[config.mk]
export PLATFORM = sky130hd
export DESIGN_NAME = srx_output_lock
export DESIGN_NICKNAME = d
export VERILOG_FILES = /design/src/hw/srx_pkg.sv /design/src/hw/srx_output_lock.sv
export SDC_FILE = /design/constraint.sdc
export NUM_CORES = 1
export LEC_CHECK = 0
export BUFFER_PORTS_ARGS = -buffer_cell sky130_fd_sc_hd__buf_4
export CORE_MARGIN = 2
export CORE_UTILIZATION = 58
export CTS_BUF_LIST = sky130_fd_sc_hd__clkbuf_2
export DETAILED_ROUTE_END_ITERATION = 10
export PLACE_DENSITY_LB_ADDON = 0.12
export SKIP_LAST_GASP = 1
export SYNTH_ARGS = -nofsm -noshare
export SYNTH_HDL_FRONTEND = slang
export SYNTH_SLANG_ARGS = --single-unit
[constraint.sdc]
create_clock -name clk_sys -period 3.28 [get_ports clk_sys]
set_input_delay 0.656 -clock clk_sys [delete_from_list [all_inputs] [get_ports clk_sys]]
set_output_delay 0.656 -clock clk_sys [all_outputs]
set_load 0.02 [all_outputs]
[src/hw/srx_pkg.sv]
package srx_pkg;
  // ---------------------------------------------------------------
  // register offsets
  // ---------------------------------------------------------------
  localparam logic [11:0] ADDR_LOOP_CTRL   = 12'h811;
  localparam logic [11:0] ADDR_STAT_ROUTE  = 12'h812;
  localparam logic [11:0] ADDR_MODE_RATE   = 12'h835;
  localparam logic [11:0] ADDR_INPUT_CFG   = 12'h84d;
  localparam logic [11:0] ADDR_LOS_CFG     = 12'h86f;
  localparam logic [11:0] ADDR_CLK_DELAY   = 12'h870;
  localparam logic [11:0] ADDR_CLK_INVERT  = 12'h871;
  localparam logic [11:0] ADDR_WIDTH_SRC   = 12'h877;
  localparam logic [11:0] ADDR_LOCK_STATUS = 12'h880;
  // ---------------------------------------------------------------
  // field positions
  // ---------------------------------------------------------------
  localparam int BIT_BYPASS     = 0;
  localparam int BIT_LOOP_EN    = 1;
  localparam int BIT_SD         = 0;
  localparam int BIT_TRIPLE     = 1;
  localparam int BIT_AUTO       = 2;
  localparam int BIT_TRANSPORT  = 3;
  localparam int BIT_PROC_N     = 4;
  localparam int BIT_DESER_SEL  = 2;
  localparam int BIT_LOOP_SEL   = 3;
  localparam int BIT_LOSS_IN    = 8;
  localparam int BIT_SRC_REG    = 0;
  localparam int BIT_REG_WIDE   = 1;
  localparam int BIT_DDR        = 2;
  localparam int DLY_3G_LO      = 0;
  localparam int DLY_HD_LO      = 5;
  localparam int DLY_SD_LO      = 10;
  localparam int INV_3G         = 0;
  localparam int INV_HD         = 1;
  localparam int INV_SD         = 2;
  // ---------------------------------------------------------------
  // reset values and status pin count
  // ---------------------------------------------------------------
  localparam logic [15:0] RST_LOOP_CTRL  = 16'h0002;
  localparam logic [15:0] RST_STAT_ROUTE = 16'h0003;
  localparam logic [15:0] RST_MODE_RATE  = 16'h0014;
  localparam logic [15:0] RST_INPUT_CFG  = 16'h0000;
  localparam logic [15:0] RST_LOS_CFG    = 16'h0000;
  localparam logic [15:0] RST_CLK_DELAY  = 16'h0000;
  localparam logic [15:0] RST_CLK_INVERT = 16'h0000;
  localparam logic [15:0] RST_WIDTH_SRC  = 16'h0000;
  localparam logic [2:0]  STAT_PINS      = 3'h6;
  // ---------------------------------------------------------------
  // line rates and output clock rates
  // ---------------------------------------------------------------
  typedef enum logic [2:0] {
    SRX_RATE_SD = 3'b001,
    SRX_RATE_HD = 3'b010,
    SRX_RATE_3G = 3'b100
  } srx_rate_e;
  typedef enum logic [3:0] {
    SRX_CLK_148M5 = 4'b0001,
    SRX_CLK_74M25 = 4'b0010,
    SRX_CLK_27M   = 4'b0100,
    SRX_CLK_13M5  = 4'b1000
  } srx_clk_e;
endpackage : srx_pkg

[src/hw/srx_output_lock.sv]
`timescale 1ns/1ps
`default_nettype none
// Notes on behaviour
// - input field bits 3:2 pick the deserializer input and the loop input
// - one bit picks which serial input the signal-loss sensing watches
// - only the deserialized input can be retimed; the other loops raw
// - loop enable 0 disables loop; else bypass picks raw or retimed
// - loop source chosen independently of the deserializer input
// - three line rates, from detection or from manual rate bits
// - standard-definition bit set makes the triple-rate bit ignored
// - lock follows per-mode condition: video, transport stream, or pll
// - lock on status pin 3 after reset, movable to any of six pins
// - power-down with retimer active holds the previous lock value
// - 20-bit bus, 10 or 20 bit use, changes with the output clock
// - video mode width from the pin, or register when selector set
// - 20-bit video: luma or stream one high, chroma or stream two low
// - 10-bit video: words on upper ten, lower low; 3G always ddr
// - transport byte on bits 17:10, lsb on bit 10, lower ten low
// - transport: bit 19 code error flag, bit 18 sync character flag
// - sync flag high exactly on comma sync character words
// - code error flag high on disparity error or illegal code word
// - data-through passes raw words; width and ddr from registers/pin
// - output clock rate per width, rate and ddr, optional 1.001 divide
// - per-rate 5-bit output clock delay plus per-rate invert
// - manual rate: bit 0 standard definition, bit 1 3G versus HD
module srx_output_lock
  import srx_pkg::*;
(
  // clock and reset
  input  wire  logic        clk_sys,
  input  wire  logic        reset_n,
  // host register port
  input  wire  logic [11:0] csr_addr,
  input  wire  logic [15:0] csr_wdata,
  input  wire  logic        csr_wr,
  output logic [15:0]       csr_rdata,
  // device pins
  input  wire  logic        bus_width_select,
  input  wire  logic        power_down,
  // front end status
  input  wire  logic [1:0]  detected_rate,
  input  wire  logic        detected_frac,
  input  wire  logic        pll_locked,
  input  wire  logic        video_valid,
  input  wire  logic        stream_valid,
  // deserialized words
  input  wire  logic        word_valid,
  input  wire  logic [19:0] raw_word,
  input  wire  logic [7:0]  transport_byte,
  input  wire  logic        comma_seen,
  input  wire  logic        disparity_err,
  input  wire  logic        illegal_code,
  // serial routing
  output logic              deser_input_sel,
  output logic              loop_input_sel,
  output logic              signal_loss_input_choice,
  output logic              serial_loop_output_en,
  output logic              serial_loop_output_retimed,
  // retimer rate
  output logic [2:0]        line_rate,
  // status pins
  output logic [5:0]        status_pins,
  // parallel output
  output logic [19:0]       dout,
  output logic              dout_strobe,
  output logic              double_edge_active,
  output logic [3:0]        output_clock_rate,
  output logic              output_clock_frac,
  output logic [4:0]        output_clock_delay,
  output logic              output_clock_invert
);
  // ---------------------------------------------------------------
  // helpers
  // ---------------------------------------------------------------
  function automatic logic [2:0] rate_of(input logic sd, input logic tg);
    if (sd) begin
      rate_of = SRX_RATE_SD;
    end else if (tg) begin
      rate_of = SRX_RATE_3G;
    end else begin
      rate_of = SRX_RATE_HD;
    end
  endfunction : rate_of

  // ---------------------------------------------------------------
  // pin synchronisers
  // ---------------------------------------------------------------
  logic [1:0] width_pin_r;
  logic [1:0] width_pin_nxt;
  logic [1:0] pd_pin_r;
  logic [1:0] pd_pin_nxt;
  always_comb begin
    width_pin_nxt = {width_pin_r[0], bus_width_select};
    pd_pin_nxt    = {pd_pin_r[0], power_down};
  end
  always_ff @(posedge clk_sys) begin
    if (!reset_n) begin
      width_pin_r <= 2'h0;
      pd_pin_r    <= 2'h0;
    end else begin
      width_pin_r <= width_pin_nxt;
      pd_pin_r    <= pd_pin_nxt;
    end
  end

  // ---------------------------------------------------------------
  // registers
  // ---------------------------------------------------------------
  logic [15:0] loop_ctrl_r;
  logic [15:0] loop_ctrl_nxt;
  logic [15:0] stat_route_r;
  logic [15:0] stat_route_nxt;
  logic [15:0] mode_rate_r;
  logic [15:0] mode_rate_nxt;
  logic [15:0] input_cfg_r;
  logic [15:0] input_cfg_nxt;
  logic [15:0] los_cfg_r;
  logic [15:0] los_cfg_nxt;
  logic [15:0] clk_delay_r;
  logic [15:0] clk_delay_nxt;
  logic [15:0] clk_invert_r;
  logic [15:0] clk_invert_nxt;
  logic [15:0] width_src_r;
  logic [15:0] width_src_nxt;
  always_comb begin
    loop_ctrl_nxt  = loop_ctrl_r;
    stat_route_nxt = stat_route_r;
    mode_rate_nxt  = mode_rate_r;
    input_cfg_nxt  = input_cfg_r;
    los_cfg_nxt    = los_cfg_r;
    clk_delay_nxt  = clk_delay_r;
    clk_invert_nxt = clk_invert_r;
    width_src_nxt  = width_src_r;
    if (csr_wr) begin
      unique case (csr_addr)
        ADDR_LOOP_CTRL:  loop_ctrl_nxt  = csr_wdata;
        ADDR_STAT_ROUTE: begin
          if (csr_wdata[2:0] < STAT_PINS) begin
            stat_route_nxt = csr_wdata;
          end
        end
        ADDR_MODE_RATE:  mode_rate_nxt  = csr_wdata;
        ADDR_INPUT_CFG:  input_cfg_nxt  = csr_wdata;
        ADDR_LOS_CFG:    los_cfg_nxt    = csr_wdata;
        ADDR_CLK_DELAY:  clk_delay_nxt  = csr_wdata;
        ADDR_CLK_INVERT: clk_invert_nxt = csr_wdata;
        ADDR_WIDTH_SRC:  width_src_nxt  = csr_wdata;
        default: ;
      endcase
    end
  end
  always_ff @(posedge clk_sys) begin
    if (!reset_n) begin
      loop_ctrl_r  <= RST_LOOP_CTRL;
      stat_route_r <= RST_STAT_ROUTE;
      mode_rate_r  <= RST_MODE_RATE;
      input_cfg_r  <= RST_INPUT_CFG;
      los_cfg_r    <= RST_LOS_CFG;
      clk_delay_r  <= RST_CLK_DELAY;
      clk_invert_r <= RST_CLK_INVERT;
      width_src_r  <= RST_WIDTH_SRC;
    end else begin
      loop_ctrl_r  <= loop_ctrl_nxt;
      stat_route_r <= stat_route_nxt;
      mode_rate_r  <= mode_rate_nxt;
      input_cfg_r  <= input_cfg_nxt;
      los_cfg_r    <= los_cfg_nxt;
      clk_delay_r  <= clk_delay_nxt;
      clk_invert_r <= clk_invert_nxt;
      width_src_r  <= width_src_nxt;
    end
  end

  // ---------------------------------------------------------------
  // decoded controls
  // ---------------------------------------------------------------
  logic retimer_bypass;
  logic video_processing_bypass_n;
  logic transport_stream_select;
  logic pin_or_register_source;
  logic double_edge_clock_select;
  logic wide_mode;
  logic in_video;
  logic in_transport;
  logic [2:0] rate;
  logic lock_cond;
  always_comb begin
    retimer_bypass            = loop_ctrl_r[BIT_BYPASS];
    video_processing_bypass_n = mode_rate_r[BIT_PROC_N];
    transport_stream_select   = mode_rate_r[BIT_TRANSPORT];
    pin_or_register_source    = width_src_r[BIT_SRC_REG];
    double_edge_clock_select  = width_src_r[BIT_DDR];
    in_video     = video_processing_bypass_n;
    in_transport = !video_processing_bypass_n && transport_stream_select;
    wide_mode = pin_or_register_source ? width_src_r[BIT_REG_WIDE]
                                       : width_pin_r[1];
    if (mode_rate_r[BIT_AUTO]) begin
      rate = rate_of(detected_rate[0], detected_rate[1]);
    end else begin
      rate = rate_of(mode_rate_r[BIT_SD], mode_rate_r[BIT_TRIPLE]);
    end
    if (in_video) begin
      lock_cond = pll_locked && video_valid;
    end else if (in_transport) begin
      lock_cond = pll_locked && stream_valid;
    end else begin
      lock_cond = pll_locked;
    end
  end

  // ---------------------------------------------------------------
  // lock and status pins
  // ---------------------------------------------------------------
  logic       lock_r;
  logic       lock_nxt;
  logic [5:0] stat_r;
  logic [5:0] stat_nxt;
  always_comb begin
    lock_nxt = lock_cond;
    if (pd_pin_r[1] && !retimer_bypass) begin
      lock_nxt = lock_r;
    end
    stat_nxt = 6'h00;
    stat_nxt[stat_route_r[2:0]] = lock_r;
  end
  always_ff @(posedge clk_sys) begin
    if (!reset_n) begin
      lock_r <= 1'b0;
      stat_r <= 6'h00;
    end else begin
      lock_r <= lock_nxt;
      stat_r <= stat_nxt;
    end
  end

  // ---------------------------------------------------------------
  // parallel output
  // ---------------------------------------------------------------
  logic [19:0] dout_r;
  logic [19:0] dout_nxt;
  logic        strobe_r;
  logic        strobe_nxt;
  logic        ddr_r;
  logic        ddr_nxt;
  logic [3:0]  clk_rate_r;
  logic [3:0]  clk_rate_nxt;
  always_comb begin
    dout_nxt   = dout_r;
    strobe_nxt = word_valid;
    if (word_valid) begin
      if (in_transport) begin
        dout_nxt = {disparity_err || illegal_code, comma_seen,
                    transport_byte, 10'h000};
      end else if (wide_mode) begin
        dout_nxt = raw_word;
      end else begin
        dout_nxt = {raw_word[9:0], 10'h000};
      end
    end
    ddr_nxt = !wide_mode && (double_edge_clock_select ||
                             (rate == SRX_RATE_3G));
    unique case (rate)
      SRX_RATE_3G: clk_rate_nxt = SRX_CLK_148M5;
      SRX_RATE_HD: clk_rate_nxt = (wide_mode || ddr_nxt) ? SRX_CLK_74M25
                                                         : SRX_CLK_148M5;
      default:     clk_rate_nxt = (wide_mode || ddr_nxt) ? SRX_CLK_13M5
                                                         : SRX_CLK_27M;
    endcase
  end
  always_ff @(posedge clk_sys) begin
    if (!reset_n) begin
      dout_r     <= 20'h00000;
      strobe_r   <= 1'b0;
      ddr_r      <= 1'b0;
      clk_rate_r <= SRX_CLK_27M;
    end else begin
      dout_r     <= dout_nxt;
      strobe_r   <= strobe_nxt;
      ddr_r      <= ddr_nxt;
      clk_rate_r <= clk_rate_nxt;
    end
  end

  // ---------------------------------------------------------------
  // outputs
  // ---------------------------------------------------------------
  always_comb begin
    deser_input_sel          = input_cfg_r[BIT_DESER_SEL];
    loop_input_sel           = input_cfg_r[BIT_LOOP_SEL];
    signal_loss_input_choice = los_cfg_r[BIT_LOSS_IN];
    serial_loop_output_en    = loop_ctrl_r[BIT_LOOP_EN];
    serial_loop_output_retimed = loop_ctrl_r[BIT_LOOP_EN] &&
                                 !retimer_bypass &&
                                 (loop_input_sel == deser_input_sel);
    line_rate           = rate;
    status_pins         = stat_r;
    dout                = dout_r;
    dout_strobe         = strobe_r;
    double_edge_active  = ddr_r;
    output_clock_rate   = clk_rate_r;
    output_clock_frac   = detected_frac && (rate != SRX_RATE_SD);
    unique case (rate)
      SRX_RATE_3G: begin
        output_clock_delay  = clk_delay_r[DLY_3G_LO +: 5];
        output_clock_invert = clk_invert_r[INV_3G];
      end
      SRX_RATE_HD: begin
        output_clock_delay  = clk_delay_r[DLY_HD_LO +: 5];
        output_clock_invert = clk_invert_r[INV_HD];
      end
      default: begin
        output_clock_delay  = clk_delay_r[DLY_SD_LO +: 5];
        output_clock_invert = clk_invert_r[INV_SD];
      end
    endcase
    unique case (csr_addr)
      ADDR_LOOP_CTRL:   csr_rdata = loop_ctrl_r;
      ADDR_STAT_ROUTE:  csr_rdata = stat_route_r;
      ADDR_MODE_RATE:   csr_rdata = mode_rate_r;
      ADDR_INPUT_CFG:   csr_rdata = input_cfg_r;
      ADDR_LOS_CFG:     csr_rdata = los_cfg_r;
      ADDR_CLK_DELAY:   csr_rdata = clk_delay_r;
      ADDR_CLK_INVERT:  csr_rdata = clk_invert_r;
      ADDR_WIDTH_SRC:   csr_rdata = width_src_r;
      ADDR_LOCK_STATUS: csr_rdata = {9'h000, rate, ddr_r, lock_r,
                                     pd_pin_r[1], wide_mode};
      default:          csr_rdata = 16'h0000;
    endcase
  end
endmodule : srx_output_lock
`default_nettype wire

==> flow_summary.ini <==
[outcome]
outcome = completed

[cells_and_area]
postLayoutCoreUtil_pct = 70.55
layout-drive-gt1-share_pct = 24.12
fin_area_um2 = 9269
antennaDiodeCount = 0
final_cells = 1196
finalNetCount = 1078
syn_to_final_growth_pct = 19.37

[floorplanning]
io_pins = 134
rows = 42
start_util_pct = 59.10
dieArea_um2 = 14330
core_area_um2 = 13140
fp.dieW_um = 119.7
die_h_um = 119.7

[drt]
ant_nets = 0
dr.first_iter.drc_count = 718
routed_via_density = 6.320
wl_met1_mm = 9.380
wl_per_cell_um = 20.16
drc = 0
drt-pass1-iter-count = 9
routed-wl-met2_mm = 11.51
wl_met3_mm = 2.266
vias = 7559
wl_mm = 24.11
dr.max_layer_used = met4

[yosys]
synth-main-ff-cell = dfxtp_1
synth_cells = 895
synth-seq-area-share_pct = 42.54
ys_ff_latch = 165
syn_area_um2 = 7765
avgSynthCellArea_um2 = 8.676
ys_warn_count = 0
syn-num-nets = 966
async_flop_share_pct = 0
synth-edff-count = 0
synth_cell_types = 59

[sta]
setup_tns_ps = 0
rsz0062_at_grt = no
finalCritPeriodShare_pct = 97.72
fmax_ghz = 0.3120
setup_viol = 0
worst_pin_slew_ps = 949.0
final.setup_skew_ps = 37.57
timing_hold_violations_final = 0
max_slew_margin_pct = 36.73
fin_crit_ps = 3205
slew_viol_final = 0

[place]
placed_area_um2 = 8967
io_buffer_count = 133
gp_congestion = 0.9816
dp_hpwl_mm = 17.39
dp_cells = 1164

[setup_path]
critPathMaxFanout = 10
worstSetupPathType = in2out
arrival_ps = 2550
start_kind = input pin
cp.required_ps = 2620
r2r_setup_slack_ps = 1380
worst_setup_path_end_kind = output pin

[clocking]
cts_buffer_depth = 2
clock_sinks = 165
cts_hold_buf = 0
ctsHtreeMaxLevel = 4
cts_root_buf = clkbuf_2
path_clk_slew_ps = 250
numCtsBuffers = 17
cts_tree = yes
clk_latency_ps = 780

[power]
peakVddDrop_mv = 0.2371
powerDensity_nw_per_um2 = 397.0
p_leak_nw = 3.805
total_power_mw = 3.680

[flow_run]
cap_viol_max_count = 0

[min_path]
hold_class = in2reg

[global_route]
grt-ovfl-total = 0
grt_pass1_wl_mm = 37.65
grt_usage_pct = 33.73
grt_pass1_vias = 6995
grt_max_degree = 92
antenna_found_initial = 0
## layout make-up
| cell class | count | area, um^2 |
|---|---|---|
| multi-input cells | 621 | 4001 |
| fillers | 1081 | 3869 |
| inverters | 20 | 76.32 |
| repair buffers | 182 | 1366 |
| clock buffers | 18 | 90.09 |
| clock inverters | 14 | 209.0 |
| flip-flops and latches | 165 | 3306 |
| well taps | 176 | 220.2 |
## per-stage QoR
step	setup WS, ps	hold WS, ps
after floorplan	211.7	411.9
after global placement	168.5	423.5
after detailed placement	115.2	424.6
after CTS	62.40	23.70
after global routing	40.66	30.99
final	74.66	57.53
## power breakdown
part           switching, mW  internal, mW
sequential           0.00906          2.03
combinational          0.216         0.125
clock                  0.728         0.576
## what timing repair did
item / 4_1_cts / 5_1_grt
gates resized for setup: 0 / 2
setup buffers: 0 / 0
endpoints found under the setup margin: 0 / 3
## path summary, 6_finish.rpt
check | depth (start not counted) | from | end
max | 8 | csr_addr[9] | csr_rdata[2]
max reg2reg | 4 | width_src_r[0]$_SDFFE_PN0P_ | dout[14]$_SDFFE_PN0P_
min | 2 | power_down | pd_pin_r[0]$_SDFF_PN0_
min reg2reg | 2 | clk_invert_r[7]$_SDFFE_PN0P_ | clk_invert_r[7]$_SDFFE_PN0P_
## synthesized netlist by cell type, types with 5 or more instances
cell,count,area share (%)
dfxtp_1,165,43
nor2_1,103,5.0
nand2_1,93,4.5
mux2i_1,88,11
clkbuf_1,71,3.4
nand3_1,60,3.9
a21oi_1,40,2.6
a22oi_1,26,2.5
o21ai_0,21,1.4
inv_1,17,0.82
nor4_1,17,1.4
a22o_1,16,1.8
a222oi_1,12,1.5
buf_2,11,0.71
nand3b_1,11,1.1
nor3_1,11,0.71
a311oi_1,10,1.1
a31o_2,9,1.0
and2_1,7,0.56
nor3b_1,7,0.68
a211oi_1,6,0.58
nand2b_1,6,0.48
nand4_1,6,0.48
and3_1,5,0.40
nor4_4,5,1.4
or4_1,5,0.48
## worst max-delay path: stages
cell	delay [ps]
buf_4	120
or4b_4	630
buf_4	200
buf_4	160
nor4_4	320
a222oi_1	140
nand3_1	140
buf_4	170
## cell usage in the layout (no fill, tap or decap), types with 18 or more instances in the layout
cell type,count
o21ai_0,21
dfxtp_1,163
nand2_1,93
buf_4,182
a22oi_1,26
a21oi_1,40
nand3_1,60
nor2_1,103
mux2i_1,88
clkbuf_2,18
## sequential cells by signal (all words and copies together), names as in the netlist
| signal | flops |
|---|---|
| width_src_r | 16 |
| los_cfg_r | 16 |
| dout_strobe | 1 |
| lock_r | 1 |
| double_edge_active | 1 |
| pd_pin_r | 2 |
| status_pins | 6 |
| width_pin_r | 2 |
| output_clock_rate | 4 |
| clk_invert_r | 16 |
| mode_rate_r | 16 |
| input_cfg_r | 16 |
| clk_delay_r | 16 |
| loop_ctrl_r | 16 |
| stat_route_r | 16 |
| dout | 20 |
## logic make-up after synthesis
| logic type | Yosys count | share of synthesized area, % |
|---|---|---|
| AOI/OAI and AO/OA | 165 | 15.32 |
| xor gates and xnor gates | 1 | 0.1128 |
| buffers and inverters | 109 | 5.930 |
| DFF | 165 | 42.54 |
| muxes | 92 | 11.92 |
| and+or+nand+nor | 363 | 24.17 |
## per-layer routing
metal | vias up | track usage, %
li1 | 3461 | -
met1 | 3570 | 43.22
met5 | - | 0
met2 | 458 | 55.00
met4 | 0 | 16.69
met3 | 70 | 5.941
Note: power is estimated with default switching activity, not from simulation.
